**src/inc/sbd_pkg.sv**
```systemverilog
// sbd_pkg: constants and carriers for the single-wire debug sync and breakpoint slice
// assumes one 40 MHz debug clock drives the whole block
package sbd_pkg;

  localparam int unsigned CLK_HZ         = 40_000_000;
  // request threshold: low time far beyond any normal debug bit
  localparam int unsigned SYNC_REQ_LOW   = 128;
  localparam int unsigned SLOW_CLK_DIV   = 64;
  localparam int unsigned REQ_LOW_CYCLES = SYNC_REQ_LOW * SLOW_CLK_DIV;
  localparam int unsigned HOLDOFF_CYCLES = 16;
  localparam int unsigned RESP_LOW       = 128;
  localparam int unsigned SPEEDUP_CYCLES = 1;
  localparam int unsigned CNT_W          = 14;

  localparam logic [CNT_W-1:0] REQ_LOW_CNT = CNT_W'(REQ_LOW_CYCLES);
  localparam logic [CNT_W-1:0] HOLDOFF_CNT = CNT_W'(HOLDOFF_CYCLES);
  localparam logic [CNT_W-1:0] RESP_CNT    = CNT_W'(RESP_LOW);
  localparam logic [CNT_W-1:0] SPEEDUP_CNT = CNT_W'(SPEEDUP_CYCLES);

  localparam int unsigned ADDR_W = 16;
  localparam logic [ADDR_W-1:0] BKPT_RST = 16'h0000;
  localparam logic SEL_FORCED = 1'b1;
  localparam logic SEL_TAGGED = 1'b0;

  typedef enum logic [4:0] {
    SBD_IDLE    = 5'b00001,
    SBD_WAIT_HI = 5'b00010,
    SBD_HOLDOFF = 5'b00100,
    SBD_RESP_LO = 5'b01000,
    SBD_SPEEDUP = 5'b10000
  } sbd_state_e;

  typedef struct packed {
    logic               enable;
    logic               force_tag_select;
    logic [ADDR_W-1:0]  match_value;
  } sbd_bkpt_cfg_s;

  typedef struct packed {
    logic [ADDR_W-1:0]  addr;
    logic               access;
    logic               opcode_fetch;
    logic               instr_boundary;
    logic               queue_end;
  } sbd_cpu_bus_s;

endpackage

```
**src/logic/sbd_bkpt.sv**
```systemverilog
// sbd_bkpt: single address-match breakpoint, forced or tagged
// assumes cpu bus strobes are synchronous to CLOCK
`timescale 1ns/10ps
`default_nettype none
module sbd_bkpt
  import sbd_pkg::*;
(
  input  wire logic          clk,
  input  wire logic          rst_b,
  input  wire sbd_bkpt_cfg_s cfg,
  input  wire sbd_cpu_bus_s  bus,
  output logic               background_req
);

  logic pend_q;
  logic tag_q;
  logic req_q;

  wire hit       = cfg.enable && (bus.addr == cfg.match_value) && bus.access;
  wire force_hit = hit && (cfg.force_tag_select == SEL_FORCED);
  wire tag_hit   = hit && bus.opcode_fetch && (cfg.force_tag_select == SEL_TAGGED);
  // forced: pending until the next instruction boundary
  wire force_fire = (pend_q || force_hit) && bus.instr_boundary;
  // tagged: fire when the marked opcode leaves the queue
  wire tag_fire   = tag_q && bus.queue_end;

  always_ff @(posedge clk or negedge rst_b) begin
    if (!rst_b) begin
      pend_q <= 1'b0;
      tag_q  <= 1'b0;
      req_q  <= 1'b0;
    end else begin
      pend_q <= cfg.enable && ((pend_q || force_hit) && !force_fire);
      tag_q  <= cfg.enable && ((tag_q && !tag_fire) || tag_hit);
      req_q  <= cfg.enable && (force_fire || tag_fire);
    end
  end

  assign background_req = req_q;

endmodule
`default_nettype wire

```
**src/logic/sbd_top.sv**
```systemverilog
// sbd_top: debug pin sync responder plus the simple hardware breakpoint
// assumes pin input is already synchronous to CLOCK; host keeps its own timing
`timescale 1ns/10ps
`default_nettype none
module sbd_top
  import sbd_pkg::*;
(
  input  wire logic              CLOCK,
  input  wire logic              RST_B,
  input  wire logic              DEBUG_PIN_I,
  output logic                   DEBUG_PIN_O,
  output logic                   DEBUG_PIN_OE,
  output logic                   SYNC_BUSY,
  input  wire logic              BKPT_ENABLE,
  input  wire logic              FORCE_TAG_SELECT,
  input  wire logic [ADDR_W-1:0] BKPT_MATCH_VALUE,
  input  wire logic [ADDR_W-1:0] CPU_ADDR,
  input  wire logic              CPU_ACCESS,
  input  wire logic              CPU_OPCODE_FETCH,
  input  wire logic              CPU_INSTR_BOUNDARY,
  input  wire logic              CPU_QUEUE_END,
  output logic                   BACKGROUND_REQ
);

  sbd_state_e       state_q;
  sbd_state_e       state_d;
  logic [CNT_W-1:0] cnt_q;
  logic [CNT_W-1:0] cnt_d;
  logic             pin_o_q;
  logic             pin_oe_q;
  logic             busy_q;
  logic             enable_q;
  logic             force_tag_q;
  logic [ADDR_W-1:0] match_q;

  function automatic logic [CNT_W-1:0] sat_inc(input logic [CNT_W-1:0] v);
    sat_inc = (v == {CNT_W{1'b1}}) ? v : v + CNT_W'(1);
  endfunction

  function automatic logic reached(input logic [CNT_W-1:0] v, input logic [CNT_W-1:0] lim);
    reached = (v >= lim - CNT_W'(1));
  endfunction

  wire pin_low = !DEBUG_PIN_I;

  // one done decode per counted phase; the state machine only steers
  wire req_seen     = pin_low && reached(cnt_q, REQ_LOW_CNT);
  wire pin_back_hi  = !pin_low;
  wire holdoff_done = reached(cnt_q, HOLDOFF_CNT);
  wire resp_done    = reached(cnt_q, RESP_CNT);
  wire speedup_done = reached(cnt_q, SPEEDUP_CNT);

  always_comb begin
    state_d = state_q;
    cnt_d   = cnt_q;
    case (state_q)
      SBD_IDLE: begin
        // count the low time; short lows are ordinary bits
        cnt_d = pin_low ? sat_inc(cnt_q) : '0;
        if (req_seen) begin
          state_d = SBD_WAIT_HI;
          cnt_d   = '0;
        end
      end
      SBD_WAIT_HI: begin
        if (pin_back_hi) begin
          state_d = SBD_HOLDOFF;
          cnt_d   = '0;
        end
      end
      SBD_HOLDOFF: begin
        cnt_d = sat_inc(cnt_q);
        if (holdoff_done) begin
          state_d = SBD_RESP_LO;
          cnt_d   = '0;
        end
      end
      SBD_RESP_LO: begin
        cnt_d = sat_inc(cnt_q);
        if (resp_done) begin
          state_d = SBD_SPEEDUP;
          cnt_d   = '0;
        end
      end
      SBD_SPEEDUP: begin
        cnt_d = sat_inc(cnt_q);
        if (speedup_done) begin
          state_d = SBD_IDLE;
          cnt_d   = '0;
        end
      end
      default: begin
        state_d = SBD_IDLE;
        cnt_d   = '0;
      end
    endcase
  end

  // pin drive registered from the next state so it lines up with the state
  wire nxt_low = (state_d == SBD_RESP_LO);
  wire nxt_hi  = (state_d == SBD_SPEEDUP);

  always_ff @(posedge CLOCK or negedge RST_B) begin
    if (!RST_B) begin
      state_q  <= SBD_IDLE;
      cnt_q    <= '0;
      pin_o_q  <= 1'b1;
      pin_oe_q <= 1'b0;
      busy_q   <= 1'b0;
    end else begin
      state_q  <= state_d;
      cnt_q    <= cnt_d;
      pin_o_q  <= nxt_hi;
      pin_oe_q <= nxt_low || nxt_hi;
      busy_q   <= (state_d != SBD_IDLE);
    end
  end

  // settings captured once per cycle; enable clears on reset
  always_ff @(posedge CLOCK or negedge RST_B) begin
    if (!RST_B) begin
      enable_q    <= 1'b0;
      force_tag_q <= SEL_TAGGED;
      match_q     <= BKPT_RST;
    end else begin
      enable_q    <= BKPT_ENABLE;
      force_tag_q <= FORCE_TAG_SELECT;
      match_q     <= BKPT_MATCH_VALUE;
    end
  end

  wire sbd_bkpt_cfg_s cfg = '{enable: enable_q, force_tag_select: force_tag_q,
                              match_value: match_q};
  wire sbd_cpu_bus_s  bus = '{addr: CPU_ADDR, access: CPU_ACCESS,
                              opcode_fetch: CPU_OPCODE_FETCH,
                              instr_boundary: CPU_INSTR_BOUNDARY,
                              queue_end: CPU_QUEUE_END};

  sbd_bkpt u_bkpt (
    .clk            (CLOCK),
    .rst_b          (RST_B),
    .cfg            (cfg),
    .bus            (bus),
    .background_req (BACKGROUND_REQ)
  );

  assign DEBUG_PIN_O  = pin_o_q;
  assign DEBUG_PIN_OE = pin_oe_q;
  assign SYNC_BUSY    = busy_q;

endmodule
`default_nettype wire

```
**config.mk**
```make
export PLATFORM = sky130hd
export DESIGN_NAME = sbd_top
export DESIGN_NICKNAME = d
export VERILOG_FILES = /design/src/inc/sbd_pkg.sv /design/src/logic/sbd_bkpt.sv /design/src/logic/sbd_top.sv
export SDC_FILE = /design/constraint.sdc
export NUM_CORES = 1
export LEC_CHECK = 0
export ABC_AREA = 1
export BUFFER_PORTS_ARGS = -buffer_cell sky130_fd_sc_hd__buf_2
export CAP_MARGIN = 20
export CORE_UTILIZATION = 50
export CTS_CLUSTER_SIZE = 12
export DETAILED_ROUTE_END_ITERATION = 8
export PLACE_DENSITY = 0.73
export SYNTH_ARGS = -nofsm -noshare
export SYNTH_HDL_FRONTEND = slang
export SYNTH_SLANG_ARGS = --single-unit
```
**constraint.sdc**
```tcl
create_clock -name CLOCK -period 2.2 [get_ports CLOCK]
set_input_delay 0.66 -clock CLOCK [delete_from_list [all_inputs] [get_ports CLOCK]]
set_output_delay 0.66 -clock CLOCK [all_outputs]
set_load 0.02 [all_outputs]
```
-- After elaboration in Yosys (flattened, before gate mapping)
Cells that the tools add are included.
- word-level logic and storage cells: 62
- register bits after elaboration: 43
- input bits: 41
- output and inout bits: 4
- muxes and demuxes: 14
- bitwise gates (word level): 1
- magnitude comparators: 4
- equality and inequality tests: 11
- reduce and logical (&&, ||, !) cells: 20
- $add $sub $neg: 1
- operators with widths (kind ; count):
    14-bit 2-to-1 mux ; 7
    14-bit one-hot mux with 5 select lines ; 1
    5-bit 2-to-1 mux ; 5
    5-bit one-hot mux with 5 select lines ; 1
    16-bit == test ; 1
    14-bit by 1-bit adder with 14-bit output, second input constant ; 1
    14-bit == test, second input constant ; 1
    14-bit by 1-bit greater-or-equal comparator with 1-bit output, second input constant ; 1
    14-bit by 13-bit greater-or-equal comparator with 1-bit output, second input constant ; 1
    14-bit by 4-bit greater-or-equal comparator with 1-bit output, second input constant ; 1
    14-bit by 7-bit greater-or-equal comparator with 1-bit output, second input constant ; 1
    1-bit logical AND ; 13
    5-bit by 4-bit == test with 1-bit output, second input constant ; 2
    5-bit == test, second input constant ; 2
    5-bit by 1-bit == test with 1-bit output, second input constant ; 1
    5-bit by 2-bit == test with 1-bit output, second input constant ; 1
    5-bit by 3-bit == test with 1-bit output, second input constant ; 1
    5-bit by 1-bit != test with 1-bit output, second input constant ; 1
    1-bit logical OR ; 4
    1-bit logical NOT ; 3
    2-bit != test, second input constant ; 1
    1-bit NOT ; 1

-- Logic depth before layout (Yosys ltp)
- word-level depth: 9
- mapped depth: 11
- gate-level depth less buffers: 11

-- Modules after synthesis
From an unflattened synthesis, not the netlist that was laid out.
- cells, all modules: 317
- area total of the unflattened synthesis: 2421.1 um^2
- by module, submodules not included (module ; times used ; area each (um^2) ; cells an instance ; sequential area each (um^2)):
    sbd_top ; 1 ; 1978.1 ; 227 ; 1003.5
    sbd_bkpt ; 1 ; 442.9 ; 90 ; 75.1

-- Worst setup path before layout
Ideal clock, no wire load.
- path kind: flip-flop to flip-flop
- start point: register cnt_q[0]
- end point: register cnt_q[0]
- slack: 0.654 ns
- stages on the path, launching flop included: 11
- clock period less this slack: 1.546 ns
- data arrival time: 1.424 ns
- cell sequence: dfrtp_1 ha_1 nand3_1 nor2_2 nand3_2 nand2_2 nand2_4 nand2_2 nand2_2 nand2_4 a21oi_2
- longest elaborated chain between the ends: 5
- elaborated cells on any way between the ends: 14
- classes of those cells: 1 x add/sub; 4 x order compare; 1 x eq/ne; 7 x mux; 1 x reduce/logical
- ends and longest elaborated chain (element ; line ; text):
    start, declared ; sbd_top.sv:27 ; logic [CNT_W-1:0] cnt_q;
    start signal, assigned ; sbd_top.sv:112 ; cnt_q <= cnt_d;
    14-bit by 1-bit adder with 14-bit output / 14-bit == test (equally long branches) ; sbd_top.sv:37 ; sat_inc = (v == {CNT_W{1'b1}}) ? v : v + CNT_W'(1);
    14-bit 2-to-1 mux ; sbd_top.sv:37 ;
    14-bit 2-to-1 mux ; sbd_top.sv:59 ; cnt_d = pin_low ? sat_inc(cnt_q) : '0;
    14-bit 2-to-1 mux ; sbd_top.sv:60 ; if (req_seen) begin
    14-bit one-hot mux with 5 select lines * ; sbd_top.sv:56 ; case (state_q)
Mark *: on every way between the ends. The rest lies on a longest branch, timed or not.
A chain may end at the register's enable or synchronous reset.

-- Final worst setup path
Same ends and word-level chain as after synthesis.

==> impl_metrics.ini <==
[timing]
fin_crit_sh_pct = 79.21
setup_viol = 0
tns_ns = 0
rsz0062_at_grt = false
fmax_ghz = 0.5739
fin_skew_ns = 0.006518
drv_slew = 0
hold_slack_ns = 0.3178
hold_violations = 0
tightest_slew_ns = 0.4865
maxSlewHeadroom_pct = 67.57
finalCriticalPeriod_ns = 1.743

[synth]
yosys-top-cells-area = dfrtp_1, nand2_1, inv_1
synth_edf_count = 0
ys_ff_latch = 43
syn-num-nets = 341
syn_area_per_cell_um2 = 7.687
synth_most_common_cell = nand2_1
synth-main-ff-cell = dfrtp_1
yosys.area.top_type = dfrtp_1
synth_cell_types = 28
ys_warn_count = 0
synthTopCellsByCount = nand2_1, inv_1, dfrtp_1, nor2_1, nand3_1
seq_area_frac_synth_pct = 46.92
synth_top_area_share_pct = 44.64
syn_inst = 299
async_flop_share_pct = 100.0
syn_area_mm2 = 0.002298

[routing]
wl_per_cell_um = 12.35
drc = 0
highest_layer = met4
viasPerCell = 5.089
met2_length_um = 2406
ant_nets = 0
wl_met3_um = 358
via_count = 2056
wl_um = 4991
drt_iter0_markers = 108
wl_met1_um = 2171
first_pass_iters = 4

[grt]
first_global_vias = 2046
grt_max_degree = 25
grt.overflow.total = 0
grt_pass1_wl_um = 8763
antenna_found_initial = 0
track_usage_pct = 22.70

[cells_and_area]
n_antenna_cell = 0
synthToLayoutAreaGrowth_pct = 18.29
drive_gt1_share_pct = 23.30
fillers = 406
final_nets = 393

[placed_design]
hpwlAfterDp_um = 3879
numPortBuffers = 44
gp_congestion = 0.9344

[worst_setup_path]
critPathLaunch = cnt_q[0]$_DFFE_PN0P_
rrSetupSlack_ns = 0.46
worstPathCellList = ha_1, nand2_1, nor2_2, nand2_2, nor2_4, nand3_2, nand2_2, xor2_1, a21oi_2
critPathRequiredTime_ns = 2.37
reg2regPathDepth = 9
worstSetupPathType = reg2reg
arrival_ns = 1.92
slowest_stage = dfrtp_1
critPathMaxFanout = 6
slowest_delay_ns = 0.42
cp.buffers_inverters = 0
worstReg2RegEnd = cnt_q[0]$_DFFE_PN0P_
cp_top_family = simple AND/OR/NAND/NOR gates
cp-end-kind = flip-flop
start_kind = flip-flop
timing.rr.start = cnt_q[0]$_DFFE_PN0P_
crit_top_cell = nand2_2

[outcome]
outcome = completed

[clocking]
cts_buffer_depth = 2
cts_buffers = 5
cts.repair.resized = 0
cts_tree = done
cts_setup_buffers = 0
worstSkewPairLatency_ns = 0.29
root_buffer = clkbuf_8
clock-sinks = 43
clk_pin_slew_ns = 0.08
cts-hold-fix-buffers = 0
cts_max_level = 2

[floorplanning]
die_y_um = 69.80
rows = 24
initial_core_util_pct = 52.43
die-width_um = 69.80
dieArea_mm2 = 0.004872
core_area_mm2 = 0.004384
io_pins = 45

[job]
cap_violations = 0

[pwr]
p_sw_w = 0.0003295
power_frac_seq_pct = 53.5
cellLeakagePower_nw = 1.446
comb_power_share_pct = 6.6
pwr-share-clk_pct = 39.9
power.density_mw_per_mm2 = 559.3
p_int_w = 0.001191
ir_drop_v = 0.0004103
switching_share_pct = 21.67

[worst_hold_path]
hold_class = in2async
[placed cells by master, fill, tap and decap left out, types with 7 or more instances in the layout]
master	Yosys	final
nand2_1	79	79
inv_1	51	51
buf_2	1	44
dfrtp_1	41	41
nor2_1	31	31
nand3_1	18	18
nand4_1	14	14
o21ai_0	8	8
nor3_1	7	7
nand2_2	7	7
[metal layers]
metal / up-vias / GRT usage, %
li1: 1047 / -
met1: 929 / 27.79
met2: 72 / 39.53
met3: 8 / 5.814
met4: 0 / 6.222
met5: - / 0
[through the flow]
| stage | util (%) | setup WS, ns | cell area (um2) | cells | power [W] |
|---|---|---|---|---|---|
| 6_report | 62.01 | 0.4574 | 2719 | 404 | 0.001521 |
| 5_1_grt | 62.01 | 0.2746 | 2719 | 404 | 0.001601 |
| 4_1_cts | 62.01 | 0.4549 | 2719 | 404 | 0.001542 |
| 2_1_floorplan | - | 0.6536 | 2298 | 299 | 0.0008655 |
| 3_3_place_gp | 59.45 | 0.3587 | 2606 | 396 | 0.0009269 |
| 3_5_place_dp | 59.45 | 0.3809 | 2606 | 396 | 0.0009315 |
[cell type report]
class,count,area (um2),area share (%)
sequential,43,1079,39.67
multi-input combinational,203,1020,37.51
timing repair buffer,46,247.7,9.112
inverter,52,195.2,7.179
clock buffer,5,68.82,2.531
tap,52,65.06,2.393
clock inverter,3,43.79,1.611
[state kept, by name (all words and copies together) (netlist names)]
signal                 flops
DEBUG_PIN_OE               1
u_bkpt.tag_q               1
SYNC_BUSY                  1
force_tag_q                1
match_q                   16
u_bkpt.background_req      1
enable_q                   1
state_q                    5
u_bkpt.pend_q              1
DEBUG_PIN_O                1
cnt_q                     14
[worst max path at each step]
stage,endpoint,slack [ns],cells past startpoint
after floorplan,cnt_q[0]$_DFFE_PN0P_,0.65,10
after global placement,cnt_q[0]$_DFFE_PN0P_,0.36,6
after detailed placement,cnt_q[0]$_DFFE_PN0P_,0.38,6
after CTS,cnt_q[0]$_DFFE_PN0P_,0.45,9
after global routing,cnt_q[1]$_DFFE_PN0P_,0.27,10
final,cnt_q[0]$_DFFE_PN0P_,0.46,9
[cells by family (layout without fill, tap and decap cells)]
| group | Yosys count | count (layout) | share of synthesized area, % |
|---|---|---|---|
| buffers and inverters | 53 | 106 | 8.709 |
| adders and majority gates | 1 | 1 | 0.5443 |
| DFF | 43 | 43 | 46.92 |
| and+or+nand+nor | 167 | 167 | 33.31 |
| xor gates and xnor gates | 6 | 6 | 2.287 |
| AOI/OAI and AO/OA | 29 | 29 | 8.219 |
[power by group through the flow]
stage / Sequential (W) / Clock [W] / Combinational (W)
finish: 0.000814 / 0.000607 / 0.0000997
global route: 0.000816 / 0.000668 / 0.000117
CTS: 0.000814 / 0.000625 / 0.000102
detailed placement: 0.000830 / 0 / 0.000102
global placement: 0.000829 / 0 / 0.0000976
floorplan: 0.000829 / 0 / 0.0000368
[worst reg2reg max path: cells and delay by family (launching register included)]
kind | cells | cell delay, ns
simple gates | 6 | 0.71
fa+ha+maj | 1 | 0.27
flops | 1 | 0.42
xor+xnor | 1 | 0.19
compound gates | 1 | 0.04
(Power assumes the default switching activity.)
